<file path="config.mk">
export PLATFORM = sky130hd
export DESIGN_NAME = sadc_ctrl
export DESIGN_NICKNAME = d
export VERILOG_FILES = /design/src/rtl/sadc_pkg.sv /design/src/rtl/sadc_ctrl.sv
export SDC_FILE = /design/constraint.sdc
export NUM_CORES = 1
export LEC_CHECK = 0
export ABC_AREA = 1
export BUFFER_PORTS_ARGS = -buffer_cell sky130_fd_sc_hd__buf_4
export CAP_MARGIN = 20
export CORE_MARGIN = 2
export CORE_UTILIZATION = 53
export DETAILED_ROUTE_END_ITERATION = 12
export PLACE_DENSITY = 0.87
export SLEW_MARGIN = 25
export SYNTH_ARGS = -nofsm -noshare
export SYNTH_HDL_FRONTEND = slang
export SYNTH_SLANG_ARGS = --single-unit
</file>
<file path="constraint.sdc">
create_clock -name pclk -period 2.2 [get_ports pclk]
set_input_delay 0.44 -clock pclk [delete_from_list [all_inputs] [get_ports pclk]]
set_output_delay 0.44 -clock pclk [all_outputs]
set_load 0.03 [all_outputs]
</file>
<file path="src/rtl/sadc_pkg.sv">
// Package: register map, field positions, reset values and timing of the converter control block
// Notes on behaviour
// Selections apply only while converter enabled
// Result right-justified, left-justified when left_adjust set
// Low byte read blocks result updates
// High byte read re-enables result updates
// Done flag rises even when result discarded
// Start bit begins conversion, cleared when done
// Channel change waits until conversion ends; free running never ends one, so the old channel stays
// Auto trigger uses selected trigger source
// Trigger rising edge resets prescaler, starts conversion
// Edges during conversion and held levels ignored
// Trigger flags set regardless; software clears them
// Done-flag trigger restarts on every completion
// Start bit works and reads one always; the code reads it as zero once a conversion has ended and the block is idle
// Differential gain 1x/8x/20x/32x, single-ended bypassed
// Channel all ones selects temperature sensor
// Any of eleven pins selectable single-ended
// Three-bit field chooses converter reference
// Low disable bits gate lower pin inputs
// Bit 3 gates external reference pin input
// High disable bits gate upper pin inputs
// Conversion lasts 13 cycles, first 25
// Completion writes result, sets flag, clears start
// Prescaler runs only while enabled
// Free running restarts immediately, start stays one
// Writing zero to start does nothing
// Disabling aborts conversion and clears start
package sadc_pkg;
  // Register indices; byte address is four times the index
  localparam logic [5:0] IDX_DISABLE_LOW = 6'h01;
  localparam logic [5:0] IDX_DISABLE_HIGH = 6'h02;
  localparam logic [5:0] IDX_CONTROL_B = 6'h03;
  localparam logic [5:0] IDX_CONTROL_A = 6'h04;
  localparam logic [5:0] IDX_RESULT_LOW = 6'h05;
  localparam logic [5:0] IDX_RESULT_HIGH = 6'h06;
  localparam logic [5:0] IDX_INPUT_SELECT = 6'h07;
  // converter_control_a fields
  localparam int CA_ENABLE = 7;
  localparam int CA_START = 6;
  localparam int CA_AUTO = 5;
  localparam int CA_DONE = 4;
  localparam int CA_PRESC_LSB = 0;
  // converter_control_b fields
  localparam int CB_GAIN_SEL = 7;
  localparam int CB_LEFT_ADJ = 6;
  localparam int CB_REF2 = 4;
  localparam int CB_TSEL_LSB = 0;
  // input_select_register fields
  localparam int IS_REF_LSB = 6;
  localparam int IS_CHAN_LSB = 0;
  // Reset values
  localparam logic [7:0] RST_DISABLE = 8'h00;
  localparam logic [2:0] RST_FIELD3 = 3'h0;
  localparam logic [5:0] RST_CHAN = 6'h00;
  // Channel codes and the done-flag trigger select code
  localparam logic [5:0] CHAN_LAST_SINGLE = 6'h0a;
  localparam logic [5:0] CHAN_TEMP = 6'h3f;
  localparam logic [2:0] TSEL_DONE_FLAG = 3'h0;
  // Conversion length in converter clock cycles
  localparam logic [4:0] NORMAL_CYCLES = 5'd13;
  localparam logic [4:0] FIRST_CYCLES = 5'd25;
endpackage

</file>
<file path="src/rtl/sadc_ctrl.sv">
// Converter control: APB registers, conversion sequencing, result lock and pin input gating
//
// Added by the designer: the APB interface to the registers.
`timescale 1ns/100ps
module sadc_ctrl (
  // Clock and reset
  input wire logic pclk,
  input wire logic presetn,
  // APB slave
  input wire logic psel,
  input wire logic penable,
  input wire logic pwrite,
  input wire logic [7:0] paddr,
  input wire logic [31:0] pwdata,
  output logic [31:0] prdata,
  output logic pready,
  output logic pslverr,
  // Trigger sources, levels of other blocks' flags
  input wire logic [6:0] trigger_in,
  // Analog core
  input wire logic [9:0] afe_result,
  output logic afe_power,
  output logic afe_converting,
  output logic afe_clock_tick,
  output logic [5:0] afe_channel,
  output logic [2:0] afe_reference,
  output logic [1:0] afe_gain,
  output logic afe_gain_bypass,
  output logic afe_temp_select,
  // Status
  output logic conversion_done_flag,
  // Pin inputs and gated port view
  input wire logic [10:0] pin_in,
  input wire logic external_reference_pin,
  output logic [10:0] pin_read,
  output logic reference_pin_read
);
  typedef enum logic [1:0] {SADC_IDLE, SADC_PEND, SADC_CONV} sadc_phase_t;

  typedef struct packed {
    logic en;
    logic start;
    logic auto_trig;
    logic done;
    logic [2:0] presc_sel;
    logic gain_sel;
    logic left_adj;
    logic ref2;
    logic [2:0] tsel;
    logic [1:0] ref_lo;
    logic [5:0] chan;
    logic [7:0] dis_low;
    logic [7:0] dis_high;
    logic [9:0] result;
    logic locked;
    logic first;
    logic [5:0] app_chan;
    logic [2:0] app_ref;
    logic app_gain_sel;
    sadc_phase_t phase;
    logic [8:0] presc;
    logic [4:0] ticks;
    logic trig_prev;
    logic [31:0] rdata;
    logic [10:0] pin_q;
    logic ref_pin_q;
  } sadc_state_t;

  sadc_state_t st;
  sadc_state_t next_st;

  logic acc;
  logic wr;
  logic rd;
  logic [5:0] idx;
  logic mapped;
  logic tick;
  logic free_run;
  logic trig_level;
  logic trig_edge;
  logic complete;
  logic [4:0] conv_len;
  logic [10:0] pin_disable;

  function automatic logic [8:0] presc_limit(input logic [2:0] sel);
    presc_limit = 9'((10'h002 << sel) - 10'h001);
  endfunction

  function automatic logic [15:0] format_result(input logic [9:0] res, input logic left);
    if (left) begin
      format_result = {res, 6'h00};
    end else begin
      format_result = {6'h00, res};
    end
  endfunction

  function automatic logic is_mapped(input logic [5:0] i);
    is_mapped = (i >= sadc_pkg::IDX_DISABLE_LOW) && (i <= sadc_pkg::IDX_INPUT_SELECT);
  endfunction

  // Map disable register bits onto analog pins 0..10
  assign pin_disable = {st.dis_high[7:4], st.dis_low[7:4], st.dis_low[2:0]};

  assign acc = psel & penable;
  assign wr = acc & pwrite;
  assign rd = acc & ~pwrite;
  assign idx = paddr[7:2];
  assign mapped = is_mapped(idx) && (paddr[1:0] == 2'b00);
  assign tick = st.en && (st.presc == presc_limit(st.presc_sel));
  assign free_run = st.auto_trig && (st.tsel == sadc_pkg::TSEL_DONE_FLAG);
  assign trig_level = (st.tsel == sadc_pkg::TSEL_DONE_FLAG) ? 1'b0 : trigger_in[st.tsel - 3'h1];
  // Edge only: a level still high at completion starts nothing, and the source's flag
  // is set by its owner whatever its enables; software clears it to re-arm
  assign trig_edge = trig_level & ~st.trig_prev;
  assign conv_len = st.first ? sadc_pkg::FIRST_CYCLES : sadc_pkg::NORMAL_CYCLES;
  assign complete = (st.phase == SADC_CONV) && tick && (st.ticks == conv_len - 5'd1);

  // Zero wait states; read data is captured in the setup cycle
  assign pready = acc;
  assign pslverr = acc & ~mapped;
  assign prdata = st.rdata;

  assign afe_power = st.en;
  assign afe_converting = (st.phase == SADC_CONV);
  assign afe_clock_tick = tick;
  assign afe_channel = st.app_chan;
  assign afe_reference = st.app_ref;
  assign afe_gain = {st.app_gain_sel, st.app_chan[0]};
  assign afe_gain_bypass = (st.app_chan <= sadc_pkg::CHAN_LAST_SINGLE) || (st.app_chan == sadc_pkg::CHAN_TEMP);
  assign afe_temp_select = (st.app_chan == sadc_pkg::CHAN_TEMP);
  assign conversion_done_flag = st.done;
  assign pin_read = st.pin_q;
  assign reference_pin_read = st.ref_pin_q;

  always_comb begin
    logic [15:0] fmt;
    fmt = format_result(st.result, st.left_adj);
    next_st = st;
    // Read data mux, sampled in the setup cycle
    if (psel && !penable) begin
      next_st.rdata = 32'h0000_0000;
      if (paddr[1:0] == 2'b00) begin
        case (idx)
          sadc_pkg::IDX_DISABLE_LOW: next_st.rdata[7:0] = st.dis_low;
          sadc_pkg::IDX_DISABLE_HIGH: next_st.rdata[7:0] = st.dis_high;
          sadc_pkg::IDX_CONTROL_A: next_st.rdata[7:0] = {st.en, st.start, st.auto_trig, st.done, 1'b0, st.presc_sel};
          sadc_pkg::IDX_CONTROL_B: next_st.rdata[7:0] = {st.gain_sel, st.left_adj, 1'b0, st.ref2, 1'b0, st.tsel};
          sadc_pkg::IDX_INPUT_SELECT: next_st.rdata[7:0] = {st.ref_lo, st.chan};
          sadc_pkg::IDX_RESULT_LOW: next_st.rdata[7:0] = fmt[7:0];
          sadc_pkg::IDX_RESULT_HIGH: next_st.rdata[7:0] = fmt[15:8];
          default: next_st.rdata = 32'h0000_0000;
        endcase
      end
    end
    // Register writes
    if (wr && mapped) begin
      case (idx)
        sadc_pkg::IDX_DISABLE_LOW: next_st.dis_low = pwdata[7:0];
        sadc_pkg::IDX_DISABLE_HIGH: next_st.dis_high = {pwdata[7:4], 4'h0};
        sadc_pkg::IDX_CONTROL_A: begin
          next_st.en = pwdata[sadc_pkg::CA_ENABLE];
          next_st.auto_trig = pwdata[sadc_pkg::CA_AUTO];
          next_st.presc_sel = pwdata[sadc_pkg::CA_PRESC_LSB +: 3];
          if (pwdata[sadc_pkg::CA_ENABLE] && !st.en) begin
            next_st.first = 1'b1;
          end
          if (pwdata[sadc_pkg::CA_DONE]) begin
            next_st.done = 1'b0;
          end
        end
        sadc_pkg::IDX_CONTROL_B: begin
          next_st.gain_sel = pwdata[sadc_pkg::CB_GAIN_SEL];
          next_st.left_adj = pwdata[sadc_pkg::CB_LEFT_ADJ];
          next_st.ref2 = pwdata[sadc_pkg::CB_REF2];
          next_st.tsel = pwdata[sadc_pkg::CB_TSEL_LSB +: 3];
        end
        sadc_pkg::IDX_INPUT_SELECT: begin
          next_st.ref_lo = pwdata[sadc_pkg::IS_REF_LSB +: 2];
          next_st.chan = pwdata[sadc_pkg::IS_CHAN_LSB +: 6];
        end
        default: next_st.rdata = next_st.rdata;
      endcase
    end
    // Result byte pair lock
    if (rd && mapped && idx == sadc_pkg::IDX_RESULT_LOW) begin
      next_st.locked = 1'b1;
    end
    if (rd && mapped && idx == sadc_pkg::IDX_RESULT_HIGH) begin
      next_st.locked = 1'b0;
    end
    // Prescaler: held at zero while disabled, restarts on each converter tick
    if (!next_st.en || tick) begin
      next_st.presc = 9'h000;
    end else begin
      next_st.presc = st.presc + 9'h001;
    end
    next_st.trig_prev = trig_level;
    // Sequencing
    case (st.phase)
      SADC_IDLE: begin
        if (st.en && st.auto_trig && !free_run && trig_edge) begin
          next_st.phase = SADC_CONV;
          next_st.presc = 9'h000;
          next_st.ticks = 5'd0;
          next_st.start = 1'b1;
        end else if (st.en && st.start) begin
          next_st.phase = SADC_PEND;
        end
      end
      SADC_PEND: begin
        if (tick) begin
          next_st.phase = SADC_CONV;
          next_st.ticks = 5'd0;
        end
      end
      SADC_CONV: begin
        if (complete) begin
          next_st.done = 1'b1;
          next_st.first = 1'b0;
          next_st.ticks = 5'd0;
          if (!st.locked) begin
            next_st.result = afe_result;
          end
          if (!free_run) begin
            next_st.phase = SADC_IDLE;
            next_st.start = 1'b0;
          end
        end else if (tick) begin
          next_st.ticks = st.ticks + 5'd1;
        end
      end
      default: next_st.phase = SADC_IDLE;
    endcase
    // A written one starts unless the same write clears enable; a written zero is ignored
    if (wr && mapped && idx == sadc_pkg::IDX_CONTROL_A && pwdata[sadc_pkg::CA_START]) begin
      next_st.start = 1'b1;
    end
    // Disable aborts everything
    if (!next_st.en) begin
      next_st.phase = SADC_IDLE;
      next_st.start = 1'b0;
      next_st.ticks = 5'd0;
    end
    // Selections track registers only while enabled and not converting
    if (st.en && st.phase != SADC_CONV) begin
      next_st.app_chan = st.chan;
      next_st.app_ref = {st.ref2, st.ref_lo};
      next_st.app_gain_sel = st.gain_sel;
    end
    next_st.pin_q = pin_in & ~pin_disable;
    next_st.ref_pin_q = external_reference_pin & ~st.dis_low[3];
  end

  always_ff @(posedge pclk or negedge presetn) begin
    if (!presetn) begin
      st <= '0;
      st.dis_low <= sadc_pkg::RST_DISABLE;
      st.dis_high <= sadc_pkg::RST_DISABLE;
      st.tsel <= sadc_pkg::RST_FIELD3;
      st.chan <= sadc_pkg::RST_CHAN;
      st.phase <= SADC_IDLE;
    end else begin
      st <= next_st;
    end
  end
endmodule

</file>
* Yosys cells after proc, flatten, opt, wreduce, memory -nomap -nowiden *
Cells that the tools add are included.
W data, S select, Z words.

word-level totals
  register bits after elaboration = 116
  input port bits = 74
  output and inout bits = 63
  word-level logic and storage cells = 157

operators by class
  add/subtract/negate cells = 5
  $lt $le $gt $ge = 4
  eq/ne operators = 24
  shifts and indexed selects = 1
  multiplexer cells = 46
  bitwise gates (word level) = 13
  reduce and logical (&&, ||, !) cells = 38

operator list
  cell                   number
  $pmux W8 S7            1
  $mux W34               1
  $mux W8                4
  $mux W5                5
  $eq A6 B3 Y1 const B   4
  $logic_and A1 B1 Y1    19
  $mux W1                19
  $mux W9                2
  $mux W16               1
  $ne A4 B2 Y1 const B   4
  $pmux W5 S3            1
  $mux W14               1
  $eq A6 B2 Y1 const B   2
  $mux W2                6
  $reduce_and A4 Y1      3
  $and A11 B11 Y11       1
  $not A11 Y11           1
  $reduce_and A2 Y1      5
  $add A9 B1 Y9 const B  1
  $eq A9 B9 Y1           1
  $ne A3 B3 Y1 const B   3
  $shl A2 B3 Y9 const A  1
  $sub A9 B1 Y9 const B  1
  $ne A4 B4 Y1 const B   2
  28 further kinds       42

* Logic depth before layout (Yosys ltp) *
  depth in word-level cells = 11
  mapped depth = 14
  mapped depth without buffers = 14

* Worst setup path after synthesis *
No wires, ideal clock.

  path type = flip-flop to flip-flop
  start = reg st[59] in the netlist's numbering
  end = reg st[59] in the netlist's numbering
  library setup time = 117 ps
  data arrival time = 1,777 ps
  required time = 2,083 ps
  setup slack = 306 ps
  cell stages (with the launch flop) = 10
  buffers on the path = 0
  clock period less this slack = 1,894 ps
  cells stage by stage = dfrtp_1 inv_1 ha_1 nand3_1 nor3_1 nand3_4 o21ai_4 nand2_1 nand2_1 nand2_1

between the ends
  longest elaborated chain between the ends = 5
  elaborated cells on any way between the ends = 12
  classes of those cells = eq/ne (6); mux (2); reduce/logical (4)

RTL lines
  item                               line              source
  start: declaration                 sadc_ctrl.sv:69   sadc_state_t st;
  start signal: assignment           sadc_ctrl.sv:263  st <= next_st;
  $eq A2 B2 Y1 *                     --
  via afe_converting                 sadc_ctrl.sv:23   output logic afe_converting,
  $logic_and A1 B1 Y1 (2 in series)  sadc_ctrl.sv:116  assign complete = (st.phase == SADC_CONV) && tick && (st.ticks == conv_len - 5'd1);
  $ne A3 B2 Y1 (no line)             --
  $reduce_and A4 Y1 (no line)        --

The timed path passes the listed nets; every way through them passes the cells marked *.
A chain may end at the register's enable or synchronous reset.

* Worst setup path in the final report *
  start = reg st[115] in the netlist's numbering
  end = out afe_clock_tick

between the ends
  longest elaborated chain between the ends = 4

RTL lines
  item                 line              source
  $shl A2 B3 Y9        sadc_ctrl.sv:86   presc_limit = 9'((10'h002 << sel) - 10'h001);
  $sub A9 B1 Y9        sadc_ctrl.sv:86
  $eq A9 B9 Y1         sadc_ctrl.sv:109  assign tick = st.en && (st.presc == presc_limit(st.presc_sel));
  $logic_and A1 B1 Y1  sadc_ctrl.sv:109
  end: declaration     sadc_ctrl.sv:24   output logic afe_clock_tick,

No other way between the ends.

==> impl_metrics.ini <==
[die]
num_rows = 36
coreArea_sq_mm = 0.00964
fp.dieW_microns = 103
die_h_microns = 103
ioPinCount = 137
start_util_pct = 53.7
die_area_sq_mm = 0.0106

[logic_synthesis]
synth_most_common_cell = nand2_1
synth_area_sq_mm = 0.00518
synth_top_area_share_pct = 44.5
synth_edf_count = 0
yosysTopAreaCell = dfrtp_1
async_flop_share_pct = 100
ys.flop_type = dfrtp_1
ys_seq_area_share_pct = 44.5
synth_warnings = 0
netlist-cell-type-count = 46
synth_seq_cells = 92
avgSynthCellArea_sq_um = 7.89
synthCells = 656
synth_area_leaders = dfrtp_1 44%, nand2_1 12%, buf_4 8.0%, inv_1 6.1%, o21ai_0 5.8%
synthTopCellsByCount = 170 x nand2_1, 92 x dfrtp_1, 84 x inv_1, 60 x o21ai_0, 55 x buf_4

[timing]
finalCritPeriodShare_pct = 97.8
worst_slew_pin_slew_ns = 0.515
final_max_slew_viol_count = 0
slew_headroom_pct = 65.6
rsz0062_at_grt = true
setup_viol = 0
setup_ws_ns = 0.0479
hold_violations = 0
skew_ns = 0.0104
finalCriticalPeriod_ns = 2.15
clock.fmax_mhz = 465

[setup_path]
worstRegToRegCells = 9
worst_ep_arrival_time_ns = 1.71
critPathLaunchType = flop
rrSetupSlack_ns = 0.22
crit_required_ns = 1.76
critPathMaxFanout = 7
r2r_start = st[59]
worstReg2RegEnd = st[74]
crit_type = flop to primary output
end_kind = primary output
worstSetupStartpoint = st[115]

[placed_design]
dpl-instance-area_sq_mm = 0.00570
gp_congestion = 0.946
dpl.hpwl_microns = 9420
port_buffers = 88
place_ws_ns = 0.172

[layout]
fin_nets = 806
finalInstanceArea_sq_mm = 0.00593
postLayoutCoreUtil_pct = 61.5
area_growth_pct = 14.5
drive_gt1_share_pct = 22.1
register_area_sq_mm = 0.00231
antenna_cells = 0
multi_input_area_sq_mm = 0.00218
fillers = 844

[cts]
clock-root-buffer = clkbuf_8
clk_pin_slew_worst_paths_ns = 0.10
clock_path_buffers = 2
cts_tree = yes
cts_buffers = 9
clk_latency_ns = 0.38
clock-sinks = 92
h-tree-depth = 3

[run]
drv_cap = 0

[global_route]
grt_start_max_net_pins = 37
grt_pass1_vias = 4112
antenna_found_initial = 0
grt_usage_pct = 24.0
grt-ovfl-total = 0
grt_pass1_wl_microns = 19500

[hold_path]
hp-class = input pin to asynchronous set/reset pin

[detailed_routing]
drtAntennaViolNets = 0
wl_per_cell_microns = 14.0
vias_per_cell = 5.09
drt-initial-drc-count = 290
dr_total_vias = 4387
wl_microns = 12100
first_pass_iters = 5
drc = 0

[pwr]
p_per_area_mw_per_mm2 = 523
ir_worst_vdd_v = 0.000355
power_w = 0.00310
total_leakage_power_nw = 3.14

[outcome]
status = finished, final reports clean
==> cell type report <==
class | count | area share [%]
Clock buffer | 10 | 2.32
Tap cell | 133 | 2.81
Inverter | 95 | 6.06
Multi-Input combinational cell | 431 | 36.7
Sequential cell | 92 | 38.9
Clock inverter | 6 | 0.907
Timing Repair Buffer | 95 | 12.3
==> per-layer routing <==
metal	GRT usage (%)	wire, microns	vias to the layer above
met2	41.0	6160	157
met5	0	0	-
met4	11.3	317	0
li1	-	-	2131
met3	3.86	760	24
met1	29.8	4850	2075
==> cell families after synthesis <==
group	count (synthesis)	synth area share (%)
AO/OA/AOI/OAI	94	10.4
XOR/XNOR	6	1.01
adder cells (fa/ha/maj)	8	1.93
buffers and inverters	156	15.5
flip-flops	92	44.5
multiplexers	4	0.870
other	1	0.0724
AND/OR/NAND/NOR	295	25.8
==> power by group <==
part | switching, W | total [W] | leakage, nW | internal (W)
Combinational | 0.000186 | 0.000279 | 1.86 | 0.0000930
Sequential | 0.00000469 | 0.00171 | 1.18 | 0.00170
Clock | 0.000652 | 0.00111 | 0.0954 | 0.000461
Total | 0.000843 | 0.00310 | 3.14 | 0.00226
==> layout by cell type (no fill, tap or decap), types with 3 or more instances in the layout <==
| cell | n |
|---|---|
| nand2_1 | 169 |
| buf_4 | 93 |
| dfrtp_1 | 89 |
| inv_1 | 82 |
| o21ai_0 | 60 |
| nor2_1 | 50 |
| nand3_1 | 32 |
| conb_1 | 24 |
| a21oi_1 | 14 |
| inv_2 | 11 |
| clkbuf_8 | 10 |
| ha_1 | 8 |
| nor3_1 | 7 |
| nand2_2 | 6 |
| nand3_2 | 6 |
| nand4_1 | 6 |
| nor2_2 | 4 |
| nor2_4 | 4 |
| xor2_1 | 4 |
| mux2_2 | 4 |
| o22ai_1 | 4 |
| o2111ai_1 | 3 |
| dfrtp_2 | 3 |
==> what timing repair did <==
item | 4_1_cts | 5_1_grt
endpoints found under the setup margin | 1 | 1
hold buffers | 0 | 0
pin swaps | 1 | 4
gates resized for setup | 6 | 5
setup buffers | 1 | 1
gates cloned | 0 | 0
==> per-stage QoR <==
stage	instances	TNS [ns]	hold WS, ns
after floorplan	679	0	0.144
after global placement	844	0	0.419
after detailed placement	844	0	0.425
after CTS	861	0	0.0174
after global routing	862	-0.0676	0.0380
final	862	0	0.00361
==> critical path, cell delays in order, from the launching register on <==
cell	delay (ns)
dfrtp_2	0.48
o21ai_0	0.20
nand2_1	0.08
nand2_1	0.06
nand2_1	0.09
nor2_4	0.12
and2_4	0.17
buf_6	0.13
==> worst max path at each step <==
stage	endpoint	slack [ns]	cells after the start
finish	afe_clock_tick	0.05	7
global route	afe_clock_tick	-0.07	7
CTS	afe_clock_tick	0.006	7
detailed placement	st[48]	0.17	13
global placement	st[49]	0.25	13
floorplan	st[59]	0.31	9
==> sequential cells by signal (all words and copies together), names as in the netlist, 3 cells and up <==
register / count
pin_read: 11
pin_disable: 11
afe_channel: 6
prdata: 8
afe_reference: 3
st: 49
Power figures use the tool's default switching activity.
